<file path="src/pkg/pcm_pkg.sv">
// Constants for the power and clock mode control block.
// Assumes a byte-wide register port driven by the serial host interface logic.
// What this block does
// - Reset request returns all registers to defaults
// - Reset request bit self-clears after reset
// - Sleep bit holds device asleep, sensing suspended
// - Cycle mode alternates sleep and one accel sample
// - Cycle wakes without sampling when accel axes standby
// - Rate idle keeps drive, PLL; sense paths off
// - Thermal off bit disables temperature sensor
// - Codes 0 and 6 select internal oscillator
// - Codes 1 to 5 use PLL if ready
// - Code 7 stops clock, holds timing reset
// - Timing source code resets to 001
// - Accel axis standby bit disables that axis
// - Rate axis standby bit disables that axis
// - Two-wire port off leaves SPI-only interface
// - Divider change applies within one old sample period
package pcm_pkg;
	// ==========================================================
	// Register offsets
	localparam logic [6:0] PCM_ADDR_PWR_PRIMARY = 7'h6B;
	localparam logic [6:0] PCM_ADDR_AXIS_STBY   = 7'h6C;
	localparam logic [6:0] PCM_ADDR_HOST_PORT   = 7'h70;
	// ==========================================================
	// Field positions
	localparam int PCM_BIT_RESET_REQ  = 7;
	localparam int PCM_BIT_SLEEP      = 6;
	localparam int PCM_BIT_CYCLE      = 5;
	localparam int PCM_BIT_RATE_IDLE  = 4;
	localparam int PCM_BIT_THERM_OFF  = 3;
	localparam int PCM_BIT_TWO_WIRE   = 6;
	// ==========================================================
	// Writable masks and reset values
	localparam logic [7:0] PCM_MASK_PRIMARY   = 8'h7F;
	localparam logic [7:0] PCM_MASK_AXIS      = 8'h3F;
	localparam logic [7:0] PCM_MASK_HOST_PORT = 8'h40;
	localparam logic [7:0] PCM_RST_PRIMARY    = 8'h01;
	localparam logic [7:0] PCM_RST_AXIS       = 8'h00;
	localparam logic [7:0] PCM_RST_HOST_PORT  = 8'h00;
	// ==========================================================
	// Timing source codes
	localparam logic [2:0] PCM_CLK_INT0 = 3'h0;
	localparam logic [2:0] PCM_CLK_INT6 = 3'h6;
	localparam logic [2:0] PCM_CLK_STOP = 3'h7;
	// ==========================================================
	// Cycle mode sequencer states
	typedef enum logic [1:0] {
		PCM_ST_OFF   = 2'b00,
		PCM_ST_DOZE  = 2'b01,
		PCM_ST_WAKE  = 2'b10
	} pcm_state_t;
	// Base sample interval: 1 kHz from 20 MHz
	localparam int         PCM_BASE_NS      = 1000000;
	localparam int         PCM_CLK_NS       = 50;
	localparam logic [15:0] PCM_BASE_CYCLES = 16'(PCM_BASE_NS / PCM_CLK_NS);
	// Soft reset duration in clocks
	localparam logic [1:0] PCM_RESET_HOLD   = 2'h3;
endpackage : pcm_pkg

</file>
<file path="src/hw/pcm_ctrl.sv">
// Power and clock mode control registers and derived enables.
// Assumes a byte register port: one-cycle write/read strobes with address.
`timescale 1ns/100ps
module pcm_ctrl
	import pcm_pkg::*;
(
	input  wire logic       i_mclk,
	input  wire logic       i_rst_n,
	input  wire logic [6:0] i_addr,         // Register address
	input  wire logic [7:0] i_wdata,        // Write data
	input  wire logic       i_wr,           // Write strobe
	input  wire logic       i_rd,           // Read strobe
	input  wire logic       i_pll_ready,    // PLL lock, asynchronous
	input  wire logic [7:0] i_sample_div,   // Sample interval divider
	output logic [7:0]      o_rdata,        // Read data
	output logic            o_rvalid,       // Read data valid
	output logic            o_soft_reset,   // Chip-wide register reset
	output logic            o_sleep,        // Sensing suspended
	output logic            o_accel_sample, // Single accel sample pulse
	output logic [2:0]      o_accel_en,     // X,Y,Z accel enables
	output logic [2:0]      o_rate_sense_en,// X,Y,Z rate sense enables
	output logic            o_rate_drive_en,// Rate drive running
	output logic            o_pll_en,       // PLL running
	output logic            o_thermal_en,   // Temperature sensor on
	output logic            o_use_pll,      // Clock mux: PLL selected
	output logic            o_clk_stop,     // Clock stopped
	output logic            o_timing_rst,   // Timing generator reset
	output logic            o_two_wire_en,  // Two-wire target enabled
	output logic            o_spi_only      // Host port SPI only
);
	// ==========================================================
	// Register state
	logic [7:0] prim_q;     // Power control primary
	logic [7:0] axis_q;     // Sensor axis standby
	logic [7:0] port_q;     // Host port select
	logic [1:0] rst_cnt_q;  // Soft reset progress
	logic       rst_busy_q; // Soft reset in progress
	logic [2:0] pll_s_q;    // PLL ready synchroniser
	logic       pll_ok_q;   // Filtered PLL ready
	pcm_state_t st_q;       // Cycle sequencer state
	pcm_state_t st_d;

	// ==========================================================
	// Decode
	wire        wr_prim    = i_wr && (i_addr == PCM_ADDR_PWR_PRIMARY);
	wire        wr_axis    = i_wr && (i_addr == PCM_ADDR_AXIS_STBY);
	wire        wr_port    = i_wr && (i_addr == PCM_ADDR_HOST_PORT);
	wire        rst_req    = wr_prim && i_wdata[PCM_BIT_RESET_REQ];
	wire        sleep_b    = prim_q[PCM_BIT_SLEEP];
	wire        idle_b     = prim_q[PCM_BIT_RATE_IDLE];
	wire [2:0]  code       = prim_q[2:0];
	wire        cyc_on     = prim_q[PCM_BIT_CYCLE] && !sleep_b && !idle_b;
	wire        accel_all_off = &axis_q[5:3];
	wire        pace_tick;
	wire        code_int   = (code == PCM_CLK_INT0) || (code == PCM_CLK_INT6);
	wire        code_stop  = (code == PCM_CLK_STOP);
	wire [7:0]  rd_mux     = (i_addr == PCM_ADDR_PWR_PRIMARY) ? prim_q :
	                         (i_addr == PCM_ADDR_AXIS_STBY)   ? axis_q :
	                         (i_addr == PCM_ADDR_HOST_PORT)   ? port_q : 8'h00;

	// Pacer for cycle mode wakeups
	pcm_pace u_pace (
		.i_mclk  (i_mclk),
		.i_rst_n (i_rst_n),
		.i_run   (cyc_on),
		.i_div   (i_sample_div),
		.o_tick  (pace_tick)
	);

	// ==========================================================
	// Soft reset sequencer: holds reset, then clears request bit
	always_ff @(posedge i_mclk) begin
		if (!i_rst_n) begin
			rst_busy_q <= 1'b0;
			rst_cnt_q  <= 2'h0;
		end else if (rst_req) begin
			rst_busy_q <= 1'b1;
			rst_cnt_q  <= PCM_RESET_HOLD;
		end else if (rst_busy_q) begin
			rst_cnt_q  <= rst_cnt_q - 2'h1;
			rst_busy_q <= (rst_cnt_q != 2'h1); // Self-clear at end
		end
	end

	// ==========================================================
	// Control registers, reserved bits masked off
	always_ff @(posedge i_mclk) begin
		if (!i_rst_n || rst_busy_q) begin
			prim_q <= PCM_RST_PRIMARY;
			axis_q <= PCM_RST_AXIS;
			port_q <= PCM_RST_HOST_PORT;
			if (rst_busy_q && i_rst_n) begin
				// A restart in the last hold cycle wins over the self-clear
				prim_q[PCM_BIT_RESET_REQ] <= (rst_cnt_q != 2'h1) || rst_req;
			end
		end else begin
			if (wr_prim) begin
				prim_q <= (i_wdata & PCM_MASK_PRIMARY) |
				          {i_wdata[PCM_BIT_RESET_REQ], 7'h00};
			end
			if (wr_axis) begin
				axis_q <= i_wdata & PCM_MASK_AXIS;
			end
			if (wr_port) begin
				port_q <= i_wdata & PCM_MASK_HOST_PORT;
			end
		end
	end

	// ==========================================================
	// PLL ready: three stages, change accepted when 2nd and 3rd agree
	always_ff @(posedge i_mclk) begin
		if (!i_rst_n) begin
			pll_s_q  <= 3'h0;
			pll_ok_q <= 1'b0;
		end else begin
			pll_s_q <= {pll_s_q[1:0], i_pll_ready};
			if (pll_s_q[1] == pll_s_q[2]) begin
				pll_ok_q <= pll_s_q[2];
			end
		end
	end

	// ==========================================================
	// Cycle sequencer next state
	always_comb begin
		st_d = st_q;
		case (st_q)
			PCM_ST_OFF:  st_d = cyc_on ? PCM_ST_DOZE : PCM_ST_OFF;
			PCM_ST_DOZE: st_d = !cyc_on ? PCM_ST_OFF : (pace_tick ? PCM_ST_WAKE : PCM_ST_DOZE);
			PCM_ST_WAKE: st_d = cyc_on ? PCM_ST_DOZE : PCM_ST_OFF;
			default:     st_d = PCM_ST_OFF;
		endcase
	end

	always_ff @(posedge i_mclk) begin
		if (!i_rst_n) begin
			st_q <= PCM_ST_OFF;
		end else begin
			st_q <= st_d;
		end
	end

	// ==========================================================
	// Registered outputs
	always_ff @(posedge i_mclk) begin
		if (!i_rst_n) begin
			o_rdata         <= 8'h00;
			o_rvalid        <= 1'b0;
			o_soft_reset    <= 1'b0;
			o_sleep         <= 1'b0;
			o_accel_sample  <= 1'b0;
			o_accel_en      <= 3'h7;
			o_rate_sense_en <= 3'h7;
			o_rate_drive_en <= 1'b1;
			o_pll_en        <= 1'b1;
			o_thermal_en    <= 1'b1;
			o_use_pll       <= 1'b0;
			o_clk_stop      <= 1'b0;
			o_timing_rst    <= 1'b0;
			o_two_wire_en   <= 1'b1;
			o_spi_only      <= 1'b0;
		end else begin
			o_rdata         <= i_rd ? rd_mux : 8'h00;
			o_rvalid        <= i_rd;
			o_soft_reset    <= rst_busy_q;
			// Asleep on sleep bit, or between cycle wakeups
			o_sleep         <= sleep_b || (cyc_on && st_d != PCM_ST_WAKE);
			// No sample when every accel axis is in standby
			o_accel_sample  <= (st_d == PCM_ST_WAKE) && !accel_all_off;
			o_accel_en      <= ~{axis_q[5], axis_q[4], axis_q[3]} &
			                   {3{!sleep_b}};
			o_rate_sense_en <= ~axis_q[2:0] & {3{!sleep_b && !idle_b && !cyc_on}};
			o_rate_drive_en <= !sleep_b && !cyc_on;
			o_pll_en        <= !sleep_b && !code_stop;
			o_thermal_en    <= !prim_q[PCM_BIT_THERM_OFF] && !sleep_b;
			o_use_pll       <= !code_int && !code_stop && pll_ok_q;
			o_clk_stop      <= code_stop;
			o_timing_rst    <= code_stop;
			o_two_wire_en   <= !port_q[PCM_BIT_TWO_WIRE];
			o_spi_only      <= port_q[PCM_BIT_TWO_WIRE];
		end
	end
endmodule : pcm_ctrl

</file>
<file path="src/hw/pcm_pace.sv">
// Sample interval pacer: one tick per divided base period.
// Assumes the divider value is stable only at period boundaries.
`timescale 1ns/100ps
module pcm_pace
	import pcm_pkg::*;
(
	input  wire logic       i_mclk,
	input  wire logic       i_rst_n,
	input  wire logic       i_run,
	input  wire logic [7:0] i_div,
	output logic            o_tick
);
	// ==========================================================
	// Counters
	logic [15:0] base_q;  // Base period counter
	logic [7:0]  div_q;   // Divided period counter
	logic [7:0]  lat_q;   // Divider latched at boundary
	wire         base_end = (base_q == PCM_BASE_CYCLES - 16'h0001);
	wire         div_end  = base_end && (div_q >= lat_q);

	// Count base periods, reload divider each sample
	always_ff @(posedge i_mclk) begin
		if (!i_rst_n || !i_run) begin
			base_q <= 16'h0000;
			div_q  <= 8'h00;
			lat_q  <= i_div;
			o_tick <= 1'b0;
		end else begin
			base_q <= base_end ? 16'h0000 : base_q + 16'h0001;
			o_tick <= div_end;
			if (div_end) begin
				div_q <= 8'h00;
				lat_q <= i_div; // New divider used from next sample
			end else if (base_end) begin
				div_q <= div_q + 8'h01;
			end
		end
	end
endmodule : pcm_pace

</file>
<file path="config.mk">
export PLATFORM = sky130hd
export DESIGN_NAME = pcm_ctrl
export DESIGN_NICKNAME = d
export VERILOG_FILES = /design/src/pkg/pcm_pkg.sv /design/src/hw/pcm_ctrl.sv /design/src/hw/pcm_pace.sv
export SDC_FILE = /design/constraint.sdc
export NUM_CORES = 1
export LEC_CHECK = 0
export BUFFER_PORTS_ARGS = -buffer_cell sky130_fd_sc_hd__clkbuf_2
export CAP_MARGIN = 10
export CORE_UTILIZATION = 35
export CTS_CLUSTER_SIZE = 20
export DETAILED_ROUTE_END_ITERATION = 10
export SYNTH_ARGS = -nofsm -noshare
export SYNTH_HDL_FRONTEND = slang
export SYNTH_SLANG_ARGS = --single-unit
export TNS_END_PERCENT = 100
</file>
<file path="constraint.sdc">
create_clock -name i_mclk -period 2.9 [get_ports i_mclk]
set_input_delay 0.435 -clock i_mclk [delete_from_list [all_inputs] [get_ports i_mclk]]
set_output_delay 0.435 -clock i_mclk [all_outputs]
set_load 0.02 [all_outputs]
</file>
==> impl_metrics.csv <==
group,metric,value,unit
status,status,"complete, but fails checks",
status,violations,"DRC",
drt,drt-initial-drc-count,112,
synth,synthArstFlopShare,0,
min_path,hold_end,"u_pace.lat_q[3]",
drt,routed_wirelength,6460,µm
synth,synthMuxAreaShare,0.00624,
timing,setup_slack,912,ps
pwr,p_clk_frac,0.407,
timing,hold_viol_final,0,
cells_and_area,nFillCells,832,
place,port_buffers,53,
pwr,powerDensity,541,mW/mm²
cts,numCtsBuffers,9,
synth,synth_edf_count,9,
pwr,seqPwrFrac,0.565,
cts,clk-insertion-delay-late,350,ps
setup_path,cp_max_fo,14,
cells_and_area,num_antenna_cells,0,
synth,ys_types,41,
synth,ys_top_cells_by_area,"dfxtp_1, edfxtp_1, nand3_1, nand2_1, ha_1",
cts,clk_pin_slew,90,ps
drt,ant_nets,0,
timing,setup_viol_count_final,0,
place,dpl_worst_slack,911,ps
die,fp.dieArea,0.00956,mm²
global_routing,grt_first_pass_wirelength,10900,µm
cells_and_area,multi_input_area,0.00138,mm²
setup_path,required,2970,ps
pwr,peakVddDrop,0.240,mV
die,fp.dieH,97.8,µm
die,rows,34,
setup_path,crit_arrival,2060,ps
synth,synthCells,340,
cells_and_area,areaGrowthSynthToFinish,18.0,%
timing,slew_headroom,0.647,
die,core,0.00881,mm²
pwr,switchingPower,0.000447,W
pwr,p_sw_frac,0.218,
cts,postCtsSetupBuffers,0,
drt,via_per_inst,4.97,
place,dpl.hpwl,4680,µm
drt,vias,2523,
drt,met2_length,3100,µm
synth,synthSimpleGateAreaFrac,0.228,
cts,cts_root_buf,"clkbuf_8",
global_routing,grt_pass1_vias,2412,
synth,syn_area_per_cell,9.44,µm²
place,gp_congestion,0.804,
cts,cts_tree,"yes",
drt,wl_met1,2950,µm
timing,fmax,503,MHz
setup_path,worstSetupPathType,"register to register",
synth,yosys.area_share.adder,0.0429,
min_path,min_from,"i_sample_div[3]",
pwr,power.internal,0.00160,W
synth,yosys.area.top_type,"dfxtp_1",
drt,route.detailed.drc,4,
drt,wl_met3,329,µm
synth,syn-num-nets,379,
cts,h-tree-depth,3,
setup_path,reg2reg_to,"u_pace.lat_q[6]",
cts,cts_resized,0,
cts,clock_path_buffers,2,
setup_path,r2r-start,"u_pace.div_q[0]",
min_path,hold_path.class,"input pin to register",
synth,synth_top_family_by_area,"simple AND/OR/NAND/NOR gates",
setup_path,endpoint_kind,"register",
cells_and_area,drive_gt1_frac,0.195,
cells_and_area,nNetsFinal,434,
global_routing,grt_max_degree,28,
cells_and_area,final_common_cell,"dfxtp_1",
place,placed_area,0.00358,mm²
drt,drtPass1Iterations,7,
timing,final_max_slew_viol_count,0,
setup_path,ff2ff_path_depth,7,
run,max-cap-violations,0,
cells_and_area,postLayoutCellArea,0.00379,mm²
timing,tightest_slew,530,ps
synth,netlist_area,0.00321,mm²
drt,top_layer,"met4",
timing,period_needed,1990,ps
synth,ys_warn_count,0,
synth,synthFlopType,"dfxtp_1",
die,die_w,97.8,µm
synth,synth_seq_cells,82,
die,initial_core_util,0.365,
global_routing,overflow,0,
timing,grt_setup_unrepaired,"false",
timing,timing.final.crit_share,0.686,
cts,clkSinkCount,82,
timing,timing.hold.ws,252,ps
min_path,whs_path_depth,1,
synth,synth_top_area_share,0.455,
setup_path,r2r_setup_slack,910,ps
drt,post_drt_wl_per_cell,12.7,µm
global_routing,antenna_found_initial,0,
cells_and_area,mostFrequentLayoutCells,"dfxtp_1, clkbuf_2, nand2_1",
global_routing,grtUsageTotal,0.142,
synth,ys_seq_area_frac,0.539,
cells_and_area,regArea,0.00173,mm²
setup_path,cp-start-kind,"register",
cts,ctsHoldBuffers,0,
pwr,p_comb_frac,0.028,
synth,synth_xor_area_frac,0.0409,
pwr,leakage,1.51,nW
synth,synth_compound_area_frac,0.110,
timing,skew,13.4,ps
die,pin_count,54,
timing,finalSetupTns,0,ps
-- sequential cells by signal, indices dropped and copies added (netlist names), 2 cells and up --
signal	count
u_pace.div_q	8
axis_q	6
o_accel_en	3
pll_s_q	3
o_rdata	8
rst_cnt_q	2
o_rate_sense_en	3
st_q	2
u_pace.base_q	16
prim_q	8
u_pace.lat_q	8
-- stage by stage --
step | util | power [W] | instances
2_1_floorplan | - | 0.00121 | 340
3_3_place_gp | 0.407 | 0.00124 | 492
3_5_place_dp | 0.407 | 0.00124 | 492
4_1_cts | 0.430 | 0.00207 | 508
5_1_grt | 0.430 | 0.00213 | 508
6_report | 0.430 | 0.00205 | 508
-- worst max path at each step --
| stage | start | endpoint | slack, ps | depth (start not counted) |
|---|---|---|---|---|
| after floorplan | u_pace.div_q[0] | u_pace.lat_q[0] | 580 | 7 |
| after global placement | u_pace.div_q[2] | u_pace.lat_q[6] | 960 | 6 |
| after detailed placement | u_pace.div_q[2] | u_pace.lat_q[5] | 910 | 6 |
| after CTS | u_pace.div_q[2] | u_pace.lat_q[6] | 890 | 6 |
| after global routing | u_pace.div_q[0] | u_pace.lat_q[6] | 780 | 7 |
| final | u_pace.div_q[0] | u_pace.lat_q[6] | 910 | 7 |
-- cell families (layout without fill, tap and decap cells) --
family	count (synthesis)	count (layout)
simple gates	148	148
buf+inv	25	85
fa+ha+maj	11	11
mux	2	2
flops	82	82
compound gates	57	57
xor+xnor	15	15
-- cells in the mapped netlist, drive strengths merged (7+ instances only) --
cell type / count
a22oi: 8
edfxtp: 9
o21ai: 12
xor2: 8
nor3: 9
xnor2: 7
a21oi: 22
and3: 10
ha: 11
clkbuf: 9
nand2: 41
nor2: 28
inv: 12
nand3: 33
dfxtp: 73
-- area by class of cell --
type	count	share of cell area
sequential	82	0.457
multi-input combinational	233	0.364
timing repair buffer	57	0.0780
clock buffer	10	0.0363
tap	108	0.0357
clock inverter	6	0.0172
inverter	12	0.0119
-- layer usage --
metal  vias to the layer above  global-route usage
met4                         0              0.0490
met2                        62               0.231
met3                         9              0.0437
met1                      1163               0.179
met5                         -                   0
li1                       1289                   -
-- power groups by stage --
stage	clock network, W	logic, W	registers (W)
3_3_place_gp	0	0.0000567	0.00118
5_1_grt	0.000908	0.0000643	0.00116
2_1_floorplan	0	0.0000265	0.00118
4_1_cts	0.000859	0.0000584	0.00116
3_5_place_dp	0	0.0000583	0.00118
6_report	0.000833	0.0000582	0.00116
-- critical path, cell delays in order, from the launching register on --
cell and delay, ps:
dfxtp_1 400, inv_1 90, ha_1 280, nand2b_1 130, a21oi_2 70, o31a_4 390, o21ai_0 160, buf_4 190
(Power assumes the default switching activity.)
